**src/inc/pfc_cfg.svh**
```systemverilog
// Offsets, fields, reset values and timing counts of the feedback block.
`ifndef PFC_CFG_SVH
`define PFC_CFG_SVH

// Register byte offsets.
`define PFC_OFS_CTRL    8'h00
`define PFC_OFS_OUT_EN  8'h04
`define PFC_OFS_FB_WORD 8'h08
`define PFC_OFS_STATUS  8'h0C
`define PFC_OFS_TOTAL   8'h10

// Control register fields.
`define PFC_CTRL_GLOBAL 0
`define PFC_CTRL_TAP    1
`define PFC_CTRL_ZDM    2
`define PFC_CTRL_RDLY_LO 4
`define PFC_CTRL_RDLY_HI 7

// Feedback configuration word fields.
`define PFC_FB_N_LO     0
`define PFC_FB_N_HI     17
`define PFC_FB_POST_LO  18
`define PFC_FB_POST_HI  21
`define PFC_FB_GAIN_LO  22
`define PFC_FB_GAIN_HI  23
`define PFC_FB_NDLY_LO  24
`define PFC_FB_NDLY_HI  27

// Reset values.
`define PFC_RST_CTRL    32'h0000_0001
`define PFC_RST_OUT_EN  32'h0000_0000
`define PFC_RST_N       18'h002F8
`define PFC_RST_POST    4'h2
`define PFC_RST_GAIN    2'h0
`define PFC_RST_NDLY    4'h0

// Post-divider code range.
`define PFC_POST_MIN    4'h2
`define PFC_POST_MAX    4'h8

// Delay step per code, in picoseconds.
`define PFC_DLY_STEP_PS 12'h096

// Calibration and synchronization busy times in clock cycles.
`define PFC_CAL_CYC     2000
`define PFC_SYNC_CYC    10

`endif

```
**src/inc/pfc_pkg.sv**
```systemverilog
// Types and shared functions of the feedback configuration block.
package pfc_pkg;
  `include "pfc_cfg.svh"

  typedef logic [17:0] pfc_ndiv_t;
  typedef logic [3:0]  pfc_code_t;
  typedef logic [21:0] pfc_ratio_t;
  typedef logic [11:0] pfc_ps_t;

  typedef enum logic {PFC_W_IDLE, PFC_W_RESP} pfc_wstate_t;

  // Delay in picoseconds for a 4-bit skew code.
  function automatic pfc_ps_t pfc_delay_ps(input pfc_code_t code);
    pfc_ps_t prod;
    prod = `PFC_DLY_STEP_PS * {8'h00, code};
    return prod;
  endfunction

  // Relative charge-pump gain for a 2-bit code.
  function automatic logic [5:0] pfc_gain_mult(input logic [1:0] code);
    logic [5:0] g;
    case (code)
      2'h0: g = 6'h01;
      2'h1: g = 6'h04;
      2'h2: g = 6'h10;
      default: g = 6'h20;
    endcase
    return g;
  endfunction
endpackage

```
**src/inc/pfc_fb_if.sv**
```systemverilog
// Interface between the register file and the feedback sequencer.
`timescale 1ns/10ps
interface pfc_fb_if;
  logic                 wr_pulse;
  logic                 zero_delay;
  pfc_pkg::pfc_ndiv_t   n_div;
  pfc_pkg::pfc_code_t   post_code;
  logic                 cal_start;
  logic                 cal_busy;
  logic                 sync_start;
  logic                 sync_busy;
  pfc_pkg::pfc_ratio_t  total_ratio;

  modport regs (output wr_pulse, zero_delay, n_div, post_code,
                input  cal_start, cal_busy, sync_start, sync_busy, total_ratio);
  modport seq  (input  wr_pulse, zero_delay, n_div, post_code,
                output cal_start, cal_busy, sync_start, sync_busy, total_ratio);
endinterface

```
**src/rtl/pfc_top.sv**
```systemverilog
// What this block does
// Global enable low forces every clock output off; high lets per-output enables act.
// Tap port enable drives the oscillator tap port when set; off after reset.
// Reference-path delay code inserts code times 150 ps, default zero, outputs lag.
// Each feedback word write starts calibration unless zero-delay mode is selected.
// Each feedback word write starts a global output divider synchronization.
// Feedback divider is plain binary 1 to 262143, default 760; zero is refused.
// Total feedback ratio equals feedback divider times post-divider value.
// Post-divider codes 2 to 8 divide by the code, default 2; others refused.
// Post-divider stays in the path; no setting bypasses it.
// Pump gain codes 0 to 3 give 1x, 4x, 16x, 32x; reset 1x.
// Feedback-path delay code inserts code times 150 ps, default zero, outputs lead.
// Clock outputs run only while the gate pin is high.
// Host rewrites the feedback word after a reference divider change.
//
// The implementer's own choices: the address map and register access over AXI4-Lite.
`timescale 1ns/10ps
`include "pfc_cfg.svh"
module pfc_top #(
  parameter int NUM_OUT  = 8,
  parameter int CAL_CYC  = `PFC_CAL_CYC,
  parameter int SYNC_CYC = `PFC_SYNC_CYC
) (
  // Clock and reset.
  input  wire logic           aclk,
  input  wire logic           aresetn,
  // AXI4-Lite write address channel.
  input  wire logic [7:0]     s_axi_awaddr,
  input  wire logic [2:0]     s_axi_awprot,
  input  wire logic           s_axi_awvalid,
  output logic                s_axi_awready,
  // AXI4-Lite write data channel.
  input  wire logic [31:0]    s_axi_wdata,
  input  wire logic [3:0]     s_axi_wstrb,
  input  wire logic           s_axi_wvalid,
  output logic                s_axi_wready,
  // AXI4-Lite write response channel.
  output logic [1:0]          s_axi_bresp,
  output logic                s_axi_bvalid,
  input  wire logic           s_axi_bready,
  // AXI4-Lite read address channel.
  input  wire logic [7:0]     s_axi_araddr,
  input  wire logic [2:0]     s_axi_arprot,
  input  wire logic           s_axi_arvalid,
  output logic                s_axi_arready,
  // AXI4-Lite read data channel.
  output logic [31:0]         s_axi_rdata,
  output logic [1:0]          s_axi_rresp,
  output logic                s_axi_rvalid,
  input  wire logic           s_axi_rready,
  // Device pins.
  input  wire logic           global_output_gate_pin,
  input  wire logic           lock_indicator_pin,
  // Clock output and tap controls.
  output logic [NUM_OUT-1:0]  clk_out_enable,
  output logic                vco_tap_enable,
  // Phase detector skew controls.
  output pfc_pkg::pfc_code_t  reference_path_delay,
  output pfc_pkg::pfc_ps_t    reference_delay_ps,
  output pfc_pkg::pfc_code_t  feedback_path_delay,
  output pfc_pkg::pfc_ps_t    feedback_delay_ps,
  // Loop settings.
  output pfc_pkg::pfc_ndiv_t  feedback_divider,
  output pfc_pkg::pfc_code_t  oscillator_post_divider,
  output logic [1:0]          pump_gain_select,
  output logic [5:0]          pump_gain_mult,
  output pfc_pkg::pfc_ratio_t total_feedback_ratio,
  // Sequence strobes.
  output logic                cal_start,
  output logic                cal_busy,
  output logic                sync_start,
  output logic                sync_busy
);
  import pfc_pkg::*;

  localparam logic [1:0] RESP_OKAY   = 2'h0;
  localparam logic [1:0] RESP_SLVERR = 2'h2;

  pfc_fb_if fb ();

  // Software-visible state and write channel handshake state.
  logic [31:0]  ctrl;
  logic [31:0]  out_en;
  pfc_ndiv_t    n_div;
  pfc_code_t    post_code;
  logic [1:0]   gain_code;
  pfc_code_t    ndly_code;
  pfc_wstate_t  wstate;
  logic         aw_held;
  logic         w_held;
  logic [7:0]   aw_addr_q;
  logic [31:0]  w_data_q;
  logic [3:0]   w_strb_q;

  // Byte-lane merge of a write into an old value.
  function automatic logic [31:0] merge(input logic [31:0] old, input logic [31:0] nw, input logic [3:0] strb);
    logic [31:0] r;
    r = old;
    for (int i = 0; i < 4; i++) begin
      if (strb[i]) begin
        r[i*8 +: 8] = nw[i*8 +: 8];
      end
    end
    return r;
  endfunction

  // Write channel capture: each channel is taken once and held until the response.
  wire aw_hs = s_axi_awvalid & s_axi_awready;
  wire w_hs  = s_axi_wvalid & s_axi_wready;
  assign s_axi_awready = ~aw_held & (wstate == PFC_W_IDLE);
  assign s_axi_wready  = ~w_held & (wstate == PFC_W_IDLE);

  wire         have_aw  = aw_held | aw_hs;
  wire         have_w   = w_held | w_hs;
  wire         do_write = have_aw & have_w & (wstate == PFC_W_IDLE);
  wire  [7:0]  wr_addr  = aw_held ? aw_addr_q : s_axi_awaddr;
  wire  [31:0] wr_data  = w_held ? w_data_q : s_axi_wdata;
  wire  [3:0]  wr_strb  = w_held ? w_strb_q : s_axi_wstrb;

  // Write address decode.
  wire sel_ctrl  = (wr_addr == `PFC_OFS_CTRL);
  wire sel_outen = (wr_addr == `PFC_OFS_OUT_EN);
  wire sel_fb    = (wr_addr == `PFC_OFS_FB_WORD);
  wire sel_ro    = (wr_addr == `PFC_OFS_STATUS) | (wr_addr == `PFC_OFS_TOTAL);

  // Current feedback word and its merged candidate.
  wire [31:0] fb_word = {4'h0, ndly_code, gain_code, post_code, n_div};
  wire [31:0] fb_next = merge(fb_word, wr_data, wr_strb);
  wire [17:0] next_n  = fb_next[`PFC_FB_N_HI:`PFC_FB_N_LO];
  wire [3:0]  next_post = fb_next[`PFC_FB_POST_HI:`PFC_FB_POST_LO];

  // zero divider refused.
  wire n_ok = (next_n != 18'h00000);
  // post-divider codes outside 2 to 8 refused.
  // a refused code never reaches the divider, so no bypass setting exists.
  wire post_ok = (next_post >= `PFC_POST_MIN) & (next_post <= `PFC_POST_MAX);
  wire fb_ok   = n_ok & post_ok;
  wire fb_take = do_write & sel_fb & fb_ok;
  wire wr_err  = ~(sel_ctrl | sel_outen | (sel_fb & fb_ok)) | sel_ro;

  // Holding registers for a channel that arrives before its partner.
  always_ff @(posedge aclk) begin
    if (!aresetn) begin
      aw_held   <= 1'b0;
      w_held    <= 1'b0;
      aw_addr_q <= 8'h00;
      w_data_q  <= 32'h0000_0000;
      w_strb_q  <= 4'h0;
    end else begin
      aw_held <= ~do_write & have_aw;
      w_held  <= ~do_write & have_w;
      if (aw_hs) begin
        aw_addr_q <= s_axi_awaddr;
      end
      if (w_hs) begin
        w_data_q <= s_axi_wdata;
        w_strb_q <= s_axi_wstrb;
      end
    end
  end

  // Write response state machine.
  always_ff @(posedge aclk) begin
    if (!aresetn) begin
      wstate       <= PFC_W_IDLE;
      s_axi_bvalid <= 1'b0;
      s_axi_bresp  <= RESP_OKAY;
    end else begin
      case (wstate)
        PFC_W_IDLE: begin
          if (do_write) begin
            wstate       <= PFC_W_RESP;
            s_axi_bvalid <= 1'b1;
            s_axi_bresp  <= wr_err ? RESP_SLVERR : RESP_OKAY;
          end
        end
        PFC_W_RESP: begin
          if (s_axi_bready) begin
            wstate       <= PFC_W_IDLE;
            s_axi_bvalid <= 1'b0;
          end
        end
        default: begin
          wstate       <= PFC_W_IDLE;
          s_axi_bvalid <= 1'b0;
        end
      endcase
    end
  end

  // Control and per-output enable registers; only defined bits are kept.
  always_ff @(posedge aclk) begin
    if (!aresetn) begin
      ctrl   <= `PFC_RST_CTRL;
      out_en <= `PFC_RST_OUT_EN;
    end else if (do_write) begin
      if (sel_ctrl) begin
        ctrl <= merge(ctrl, wr_data, wr_strb) & 32'h0000_00F7;
      end
      if (sel_outen) begin
        out_en <= merge(out_en, wr_data, wr_strb) & 32'((64'h1 << NUM_OUT) - 64'h1);
      end
    end
  end

  // pump gain field kept with the feedback word.
  // divider loaded only from an accepted write.
  always_ff @(posedge aclk) begin
    if (!aresetn) begin
      n_div     <= `PFC_RST_N;
      post_code <= `PFC_RST_POST;
      gain_code <= `PFC_RST_GAIN;
      ndly_code <= `PFC_RST_NDLY;
    end else if (fb_take) begin
      n_div     <= next_n;
      post_code <= next_post;
      gain_code <= fb_next[`PFC_FB_GAIN_HI:`PFC_FB_GAIN_LO];
      ndly_code <= fb_next[`PFC_FB_NDLY_HI:`PFC_FB_NDLY_LO];
    end
  end

  // Sequencer link.
  assign fb.wr_pulse   = fb_take;
  assign fb.zero_delay = ctrl[`PFC_CTRL_ZDM];
  assign fb.n_div      = n_div;
  assign fb.post_code  = post_code;

  pfc_fb_seq #(
    .CAL_CYC  (CAL_CYC),
    .SYNC_CYC (SYNC_CYC)
  ) u_seq (
    .aclk    (aclk),
    .aresetn (aresetn),
    .fb      (fb)
  );

  assign cal_start            = fb.cal_start;
  assign cal_busy             = fb.cal_busy;
  assign sync_start           = fb.sync_start;
  assign sync_busy            = fb.sync_busy;
  assign total_feedback_ratio = fb.total_ratio;

  // Read path: one answer at a time, held until taken.
  wire        rd_hs = s_axi_arvalid & s_axi_arready;
  wire [31:0] status_word = {27'h0, 1'b0, fb.sync_busy, fb.cal_busy,
                             lock_indicator_pin, global_output_gate_pin};
  wire        rsel_ctrl  = (s_axi_araddr == `PFC_OFS_CTRL);
  wire        rsel_outen = (s_axi_araddr == `PFC_OFS_OUT_EN);
  wire        rsel_fb    = (s_axi_araddr == `PFC_OFS_FB_WORD);
  wire        rsel_stat  = (s_axi_araddr == `PFC_OFS_STATUS);
  wire        rsel_total = (s_axi_araddr == `PFC_OFS_TOTAL);
  wire        rd_hit     = rsel_ctrl | rsel_outen | rsel_fb | rsel_stat | rsel_total;
  wire [31:0] rd_mux = rsel_ctrl  ? ctrl :
                       rsel_outen ? out_en :
                       rsel_fb    ? fb_word :
                       rsel_stat  ? status_word :
                       rsel_total ? {10'h000, fb.total_ratio} : 32'h0000_0000;
  assign s_axi_arready = ~s_axi_rvalid;

  always_ff @(posedge aclk) begin
    if (!aresetn) begin
      s_axi_rvalid <= 1'b0;
      s_axi_rdata  <= 32'h0000_0000;
      s_axi_rresp  <= RESP_OKAY;
    end else if (rd_hs) begin
      s_axi_rvalid <= 1'b1;
      s_axi_rdata  <= rd_mux;
      s_axi_rresp  <= rd_hit ? RESP_OKAY : RESP_SLVERR;
    end else if (s_axi_rready) begin
      s_axi_rvalid <= 1'b0;
    end
  end

  // Output gating: the global enable and the gate pin both override per-output enables.
  wire global_en = ctrl[`PFC_CTRL_GLOBAL];
  // global enable overrides per-output enables.
  // gate pin low stops all outputs.
  wire [NUM_OUT-1:0] next_clk_out_enable = (global_en & global_output_gate_pin) ?
                                           out_en[NUM_OUT-1:0] : '0;

  // Registered device-side controls.
  always_ff @(posedge aclk) begin
    if (!aresetn) begin
      clk_out_enable          <= '0;
      vco_tap_enable          <= 1'b0;
      reference_path_delay    <= 4'h0;
      reference_delay_ps      <= 12'h000;
      feedback_path_delay     <= 4'h0;
      feedback_delay_ps       <= 12'h000;
      feedback_divider        <= `PFC_RST_N;
      oscillator_post_divider <= `PFC_RST_POST;
      pump_gain_select        <= `PFC_RST_GAIN;
      pump_gain_mult          <= 6'h01;
    end else begin
      clk_out_enable          <= next_clk_out_enable;
      // tap port follows its enable bit.
      vco_tap_enable          <= ctrl[`PFC_CTRL_TAP];
      // lag delay in 150 ps steps.
      reference_path_delay    <= ctrl[`PFC_CTRL_RDLY_HI:`PFC_CTRL_RDLY_LO];
      reference_delay_ps      <= pfc_delay_ps(ctrl[`PFC_CTRL_RDLY_HI:`PFC_CTRL_RDLY_LO]);
      // lead delay in 150 ps steps.
      feedback_path_delay     <= ndly_code;
      feedback_delay_ps       <= pfc_delay_ps(ndly_code);
      feedback_divider        <= n_div;
      oscillator_post_divider <= post_code;
      // gain code to relative multiplier.
      pump_gain_select        <= gain_code;
      pump_gain_mult          <= pfc_gain_mult(gain_code);
    end
  end
endmodule

```
**src/rtl/pfc_fb_seq.sv**
```systemverilog
// Feedback sequencer: calibration and synchronization launch, total ratio.
`timescale 1ns/10ps
`include "pfc_cfg.svh"
module pfc_fb_seq #(
  parameter int CAL_CYC  = `PFC_CAL_CYC,
  parameter int SYNC_CYC = `PFC_SYNC_CYC
) (
  // Clock and reset.
  input  wire logic aclk,
  input  wire logic aresetn,
  // Link to the register file.
  pfc_fb_if.seq     fb
);
  import pfc_pkg::*;

  logic [15:0] cal_cnt;
  logic [15:0] sync_cnt;
  wire         launch_cal = fb.wr_pulse & ~fb.zero_delay;
  wire  [15:0] cal_load   = 16'(CAL_CYC);
  wire  [15:0] sync_load  = 16'(SYNC_CYC);

  // Busy flags follow the counters.
  assign fb.cal_busy  = (cal_cnt != 16'h0000);
  assign fb.sync_busy = (sync_cnt != 16'h0000);

  // calibration launch gated by mode.
  always_ff @(posedge aclk) begin
    if (!aresetn) begin
      cal_cnt      <= 16'h0000;
      fb.cal_start <= 1'b0;
    end else begin
      fb.cal_start <= launch_cal;
      if (launch_cal) begin
        cal_cnt <= cal_load;
      end else if (cal_cnt != 16'h0000) begin
        cal_cnt <= cal_cnt - 16'h0001;
      end
    end
  end

  // synchronization on every accepted feedback word write.
  always_ff @(posedge aclk) begin
    if (!aresetn) begin
      sync_cnt      <= 16'h0000;
      fb.sync_start <= 1'b0;
    end else begin
      fb.sync_start <= fb.wr_pulse;
      if (fb.wr_pulse) begin
        sync_cnt <= sync_load;
      end else if (sync_cnt != 16'h0000) begin
        sync_cnt <= sync_cnt - 16'h0001;
      end
    end
  end

  // total ratio is divider times post-divider.
  always_ff @(posedge aclk) begin
    if (!aresetn) begin
      fb.total_ratio <= 22'(`PFC_RST_N * `PFC_RST_POST);
    end else begin
      fb.total_ratio <= pfc_ratio_t'(fb.n_div) * pfc_ratio_t'(fb.post_code);
    end
  end
endmodule

```
**config.mk**
```make
export PLATFORM = sky130hd
export DESIGN_NAME = pfc_top
export DESIGN_NICKNAME = d
export VERILOG_FILES = /design/src/inc/pfc_pkg.sv /design/src/inc/pfc_fb_if.sv /design/src/rtl/pfc_top.sv /design/src/rtl/pfc_fb_seq.sv
export VERILOG_INCLUDE_DIRS = /design/src /design/src/inc
export SDC_FILE = /design/constraint.sdc
export NUM_CORES = 1
export LEC_CHECK = 0
export BUFFER_PORTS_ARGS = -buffer_cell sky130_fd_sc_hd__buf_2
export CAP_MARGIN = 0
export CORE_UTILIZATION = 53
export CTS_BUF_LIST = sky130_fd_sc_hd__clkbuf_4 sky130_fd_sc_hd__clkbuf_8
export DETAILED_ROUTE_END_ITERATION = 8
export PLACE_DENSITY = 0.82
export SYNTH_ARGS = -nofsm -noshare
export SYNTH_HDL_FRONTEND = slang
export SYNTH_SLANG_ARGS = --single-unit
```
**constraint.sdc**
```tcl
create_clock -name aclk -period 3.8 [get_ports aclk]
set_clock_uncertainty 0.15 [all_clocks]
set_input_delay 0.19 -clock aclk [delete_from_list [all_inputs] [get_ports aclk]]
set_output_delay 0.19 -clock aclk [all_outputs]
set_load 0.02 [all_outputs]
```
==> metrics.cfg, run 1 <==
[status]
status = completed

[power]
powerDensity_nw_per_um2 = 449
ir_worst_vdd_uv = 256
p_leak_nw = 6.67
finalPower_mw = 6.57

[place]
placed_area_um2 = 13100
io_buffers = 184
place.gp.congestion = 0.862
dp_hpwl_mm = 22.1

[synthesis]
synth_top_flop_cell = dfxtp_1
synth-edff-count = 0
ys_ff_latch = 239
ys_types = 66
yosys_warnings = 0
async_reset_ff_share_pct = 0
synth_cells = 1361
seq_area_frac_synth_pct = 40.2
synth_area_um2 = 11900
syn_avg_cell_area_um2 = 8.75

[floorplanning]
start_util_pct = 54.4
ios = 205
die_y_um = 152
die_w_um = 152
dieArea_um2 = 23100
core-area_um2 = 21900
fp-row-count = 54

[grt]
antenna_found_initial = 0
grt_busiest_layer = met2
grt_util_all_layers_pct = 25.9
met2_usage_pct = 42.0
grt_use_met3_pct = 4.34
use_met1_pct = 35.2
gr-total-overflow = 0
grt_pass1_vias = 10000
grt_max_degree = 93
grt_pass1_wl_mm = 49.1

[cts]
root_buffer = clkbuf_8
clkSinkCount = 239
cts_buffer_depth = 3
cts_buffers = 39
clk-insertion-delay-late_ns = 0.54
post-cts-setup-buffer-count = 0
cts_tree = yes
ctsHtreeMaxLevel = 2
path_clk_slew_ns = 0.06

[sta]
final_hold_viol_count = 0
slew_headroom_pct = 24.5
finalSetupViolCount = 0
fin_crit_sh_pct = 96.7
tightest_slew_ns = 1.13
setup_tns_ns = 0
fmax_mhz = 272
fin_crit_ns = 3.67
final_max_slew_viol_count = 0

[worst_setup_path]
cpMaxStageDelayCell = fa_1
cp_data_required_time_ns = 4.05
arrival_ns = 3.92
cp_max_fo = 12
path_class = register to register
end_kind = register
worst_path_largest_cell_delay_ns = 0.53
crit_path_cell_trace = buf_4 > and2_1 > fa_1 > inv_1 > fa_1 > inv_1 > ha_2 > a21o_1 > a21oi_1 > o211ai_1 > nand2_1 > a31o_2 > nand4_1 > o211ai_1
start_kind = register

[cells_and_area]
multiInputGateArea_um2 = 6450
layout_commonest_cell = dfxtp_1
regArea_um2 = 4790
diodes = 0
syn2layout_area_growth_pct = 22.9
fill_cells = 1754
stdcell_area_um2 = 14600
final_cell_mix = dfxtp_1, buf_2, nand2_1, nor2_1, inv_1
nNetsFinal = 1763
drive_gt1_share_pct = 20.4

[route]
viasPerCell = 5.58
ant_nets = 0
totalWireLength_mm = 30.8
vias = 10700
drt_iter0_markers = 867
drt-wirelength-per-cell_um = 16.1
drc_errors = 0
first_pass_iters = 7

[flow_run]
maxCapViolations = 0

[worst_hold_path]
hold_class = input pin to register

==> path summary, 6_finish.rpt <==
kind | endpoint | cells after the start | slack, ns | start
worst max-delay path | u_seq.fb.total_ratio[19] | 14 | 0.13 | fb.post_code[3]
worst max register to register | u_seq.fb.total_ratio[19] | 14 | 0.13 | fb.post_code[3]
worst min register to register | w_data_q[20] | 2 | 0.30 | w_data_q[20]
worst min-delay path | aw_held | 4 | 0.02 | s_axi_awvalid
==> routing by layer <==
| layer | vias to the layer above | wire (µm) |
|---|---|---|
| li1 | 5121 | - |
| met1 | 5037 | 13300 |
| met2 | 455 | 14200 |
| met3 | 64 | 2520 |
| met4 | 0 | 711 |
| met5 | - | 0 |
==> sequential cells by signal, summed over array words and instances (netlist names), 7 cells and up <==
register and flops:
ctrl 7, u_seq.sync_cnt 16, reference_delay_ps 10, feedback_delay_ps 10, u_seq.cal_cnt 16, feedback_divider 18
clk_out_enable 8, s_axi_rdata 28, u_seq.fb.total_ratio 22, aw_addr_q 8, w_data_q 28, fb.n_div 18
out_en 8
==> report_power, final <==
part           switching, mW  internal [mW]  leakage, nW
clock                   1.01           1.48        0.464
combinational          0.728          0.522         4.26
sequential             0.150           2.68         1.94
total                   1.88           4.68         6.67
==> synth_stat cells, types with 6 or more instances <==
library cell  count  area share [%]
xnor2_1          22             1.6
or4_1             6            0.38
ha_1             54             5.7
a21oi_1          80             3.4
nor4_1            9            0.47
o21ai_0          27             1.1
a311oi_1          6            0.44
clkbuf_1         55             1.7
and2_1           88             4.6
a21o_1           10            0.63
nor2_1          136             4.3
nor3_1           34             1.4
dfxtp_1         239              40
nand3b_1         16             1.0
buf_4            13            0.82
xor2_1           17             1.3
o31ai_1           6            0.38
nor2b_1          12            0.63
nor3b_1           6            0.38
a222oi_1         14             1.2
inv_1            97             3.1
o221ai_1         16             1.2
o21a_1            9            0.57
and3_1           12            0.63
buf_1             7            0.22
mux2_2            9            0.85
nand2_1         162             5.1
a31oi_1          10            0.53
a211oi_1         18             1.1
o22ai_1          11            0.58
a221oi_1          6            0.44
buf_2             8            0.34
nand2b_1         14            0.74
nand4_1           8            0.42
fa_1             34             5.7
mux2i_1          22             1.8
a22oi_1           8            0.50
nand3_1          13            0.55
==> cells by family after synthesis <==
kind of cell	Yosys count	synth area share, %
multiplexers	34	3.21
AND/OR/NAND/NOR	533	22.0
flip-flops	239	40.2
AO/OA/AOI/OAI	246	14.0
adder cells (fa/ha/maj)	88	11.4
buffers and inverters	181	6.26
other	1	0.0315
XOR/XNOR	39	2.87
==> worst max-delay path, delay by kind of cell (launching register included) <==
family	cells	cell delay (ns)
AO/OA/AOI/OAI	5	0.93
AND/OR/NAND/NOR	3	0.36
flip-flops	1	0.37
adder cells (fa/ha/maj)	3	1.46
buffers and inverters	3	0.28
==> per-stage QoR <==
step / setup slack (ns) / std cells / hold WS, ns / utilization (%)
after floorplan: 0.0449 / 1370 / 0.135 / -
after global placement: 0.00707 / 1791 / 0.231 / 60.1
after detailed placement: -0.0516 / 1791 / 0.236 / 60.1
after CTS: 0.0276 / 1915 / 0.00485 / 66.7
after global routing: -0.0257 / 1915 / 0.0805 / 66.8
final: 0.125 / 1915 / 0.0246 / 66.8
==> cell type report <==
class                      count  area share, %
tap                          280           2.39
timing repair buffer         281           12.2
clock buffer                  60           5.22
multi-input combinational    950           44.1
inverter                      97           2.51
sequential                   239           32.8
clock inverter                 8          0.830
==> repair_timing <==
action,4_1_cts,5_1_grt
hold buffers,56,0
gates resized for setup,1,12
endpoints found under the setup margin,1,8
hold endpoints to repair,53,0
pin swaps,0,5
Power figures use the tool's default switching activity.
==> run 2, diff against run 1 <==
--- a/config.mk
+++ b/config.mk
@@ -6,12 +6,14 @@
 export SDC_FILE = /design/constraint.sdc
 export NUM_CORES = 1
 export LEC_CHECK = 0
+export ABC_CLOCK_PERIOD_IN_PS = 4000
 export BUFFER_PORTS_ARGS = -buffer_cell sky130_fd_sc_hd__buf_2
 export CAP_MARGIN = 0
-export CORE_UTILIZATION = 53
+export CORE_UTILIZATION = 56
 export CTS_BUF_LIST = sky130_fd_sc_hd__clkbuf_4 sky130_fd_sc_hd__clkbuf_8
+export CTS_CLUSTER_DIAMETER = 100
 export DETAILED_ROUTE_END_ITERATION = 8
-export PLACE_DENSITY = 0.82
+export PLACE_DENSITY = 0.83
 export SYNTH_ARGS = -nofsm -noshare
 export SYNTH_HDL_FRONTEND = slang
 export SYNTH_SLANG_ARGS = --single-unit
==> constraint.sdc (replaced) <==
create_clock -name aclk -period 4 [get_ports aclk]
set_clock_uncertainty 0.15 [all_clocks]
set_input_delay 0.2 -clock aclk [delete_from_list [all_inputs] [get_ports aclk]]
set_output_delay 0.2 -clock aclk [all_outputs]
set_load 0.02 [all_outputs]
==> run 2 against run 1 <==
Against the previous run:
- critical path depth is 1 higher
- largest power group unchanged
- routed wire length grew 0.42%
- clock-buffer cell count up 3
- final cell count fell by 0.84%
- highest routed layer unchanged
- die area shrank 5.3%
==> metrics.cfg, run 2 (same netlist as run 1, synthesis figures left out) <==
[worst_setup_path]
cp_data_required_time_ns = 4.30  ; +0.25 ns
rr_worst_depth = 15  ; +1
worst_path_largest_cell_delay_ns = 0.53  ; about the same
end_kind = register
cp_max_fo = 6  ; -6
r2r_end = u_seq.fb.total_ratio[19]
timing.rr.start = fb.n_div[2]
cpMaxStageDelayCell = fa_1
arrival_ns = 4.11  ; +0.19 ns
start_kind = register
crit_path_cell_trace = and2_1 > fa_1 > inv_1 > fa_1 > inv_1 > ha_1 > buf_4 > a21o_1 > a21oi_1 > o31ai_1 > a221oi_1 > buf_4 > a31o_2 > nand4_1 > o211ai_1
r2r_slack_ns = 0.19  ; +0.06 ns
path_class = register to register

[cts]
path_clk_slew_ns = 0.06  ; about the same
cts_buffer_depth = 3  ; unchanged
clkSinkCount = 239  ; unchanged
post-cts-setup-buffer-count = 0  ; unchanged
root_buffer = clkbuf_8
cts_buffers = 40  ; +2.6%
cts_tree = yes
clk-insertion-delay-late_ns = 0.54  ; about the same
ctsHtreeMaxLevel = 2  ; unchanged

[route]
drt_iter0_markers = 760  ; -12%
first_pass_iters = 5  ; -2
viasPerCell = 5.62  ; +0.84%
vias = 10700  ; unchanged
totalWireLength_mm = 30.9  ; +0.42%
drt-wirelength-per-cell_um = 16.3  ; +1.3%
ant_nets = 0  ; unchanged
drc_errors = 0  ; unchanged

[sta]
final_hold_viol_count = 0  ; unchanged
final_max_slew_viol_count = 0  ; unchanged
tightest_slew_ns = 1.16  ; +0.0268 ns
rsz0062_at_grt = no
hold_ws_ns = 0.0167  ; -0.00793 ns
setup_ws_ns = 0.189  ; +0.0638 ns
fmax_mhz = 262  ; -3.6%
slew_headroom_pct = 22.8  ; -1.8 points
finalSetupViolCount = 0  ; unchanged
fin_crit_ns = 3.81  ; +0.136 ns
fin_crit_sh_pct = 95.3  ; -1.4 points
setup_tns_ns = 0  ; unchanged

[worst_hold_path]
hold_end = s_axi_rdata[3]
hold_depth = 5  ; +1
hold_class = input pin to register
min_from = s_axi_araddr[7]

[grt]
grt_util_all_layers_pct = 28.0  ; +2.1 points
grt_pass1_vias = 10200  ; +1.7%
grt_max_degree = 99  ; +6.5%
antenna_found_initial = 0  ; unchanged
grt_pass1_wl_mm = 49.2  ; +0.22%
gr-total-overflow = 0  ; unchanged

[cells_and_area]
fin_util_pct = 70.6  ; +3.8 points
fill_cells = 1602  ; -8.7%
syn2layout_area_growth_pct = 21.9
multiInputGateArea_um2 = 6420  ; -0.45%
layout_commonest_cell = dfxtp_1
top_regs = s_axi_rdata: 28 flops, w_data_q: 28 flops, u_seq.fb.total_ratio: 22 flops
stdcell_area_um2 = 14500  ; -0.79%
diodes = 0  ; unchanged
nNetsFinal = 1755  ; -0.45%
final_cells = 1899  ; -0.84%
regArea_um2 = 4790  ; about the same
drive_gt1_share_pct = 19.8  ; -0.54 points
final_cell_mix = dfxtp_1, buf_2, nand2_1, nor2_1, inv_1

[floorplanning]
fp-row-count = 52  ; -3.7%
dieArea_um2 = 21800  ; -5.3%
start_util_pct = 57.9  ; +3.5 points
die_y_um = 148  ; -2.7%
ios = 205  ; unchanged
core-area_um2 = 20600  ; -6.1%
die_w_um = 148  ; -2.7%

[place]
io_buffers = 184  ; unchanged
place_inst = 1774  ; -0.95%
place.gp.congestion = 0.870  ; +0.95%
dp_slack_ns = 0.0205  ; +0.0721 ns
placed_area_um2 = 13100  ; -0.55%
dp_hpwl_mm = 21.9  ; -0.66%

[power]
ir_worst_vdd_uv = 223  ; -13%
powerDensity_nw_per_um2 = 425  ; -5.4%
p_leak_nw = 6.63  ; -0.64%
finalPower_mw = 6.16  ; -6.1%

[status]
status = completed

[flow_run]
maxCapViolations = 0  ; unchanged

==> run 2: cell types whose count changed in the layout (fill, tap and decap cells not counted), moves of 2 or more <==
cell	change
bufinv_16	-2
o21ai_0	+2
buf_4	-7
o21ai_1	-2
dlygate4sd3_1	-2
clkbuf_8	+4
==> run 2: final cells by class <==
type,count,area share (%)
Clock buffer,63,5.59
Clock inverter,8,0.517
Inverter,97,2.53
Multi-Input combinational cell,950,44.2
Sequential cell,239,33.0
Tap cell,270,2.33
Timing Repair Buffer,272,11.8
==> run 2: worst max path at each step <==
stage               slack (ns)  cells after the start            start                        to
floorplan                 0.08                     13  fb.post_code[1]  u_seq.fb.total_ratio[20]
global placement          0.09                     12  fb.post_code[1]  u_seq.fb.total_ratio[20]
detailed placement        0.02                     12  fb.post_code[3]  u_seq.fb.total_ratio[20]
CTS                       0.01                     12  fb.post_code[1]  u_seq.fb.total_ratio[20]
global route              0.02                     15      fb.n_div[6]  u_seq.fb.total_ratio[20]
finish                    0.19                     15      fb.n_div[2]  u_seq.fb.total_ratio[19]
==> run 2: timing repair <==
item / in CTS / in global routing
hold buffers: 54 / 0
endpoints found under the hold margin: 57 / 0
resized for setup: 0 / 6
endpoints found under the setup margin: 0 / 4
==> run 2: power breakdown <==
part	switching (mW)	leakage, nW	internal (mW)
Combinational	0.666	4.22	0.493
Sequential	0.142	1.94	2.54
Clock	0.966	0.468	1.36
==> run 2: metal layers <==
metal | track usage (%) | share of wire (%)
met1 | 35.9 | 43
met2 | 47.1 | 47
met3 | 5.00 | 7.7
met4 | 10.4 | 2.9
met5 | 0 | 0
==> run 2: critical path: cells and delay by family, from the launching register on <==
| kind | cells | cell delay, ns |
|---|---|---|
| AND/OR/NAND/NOR | 2 | 0.27 |
| buffers and inverters | 4 | 0.46 |
| flip-flops | 1 | 0.34 |
| AO/OA/AOI/OAI | 6 | 1.12 |
| adder cells (fa/ha/maj) | 3 | 1.37 |
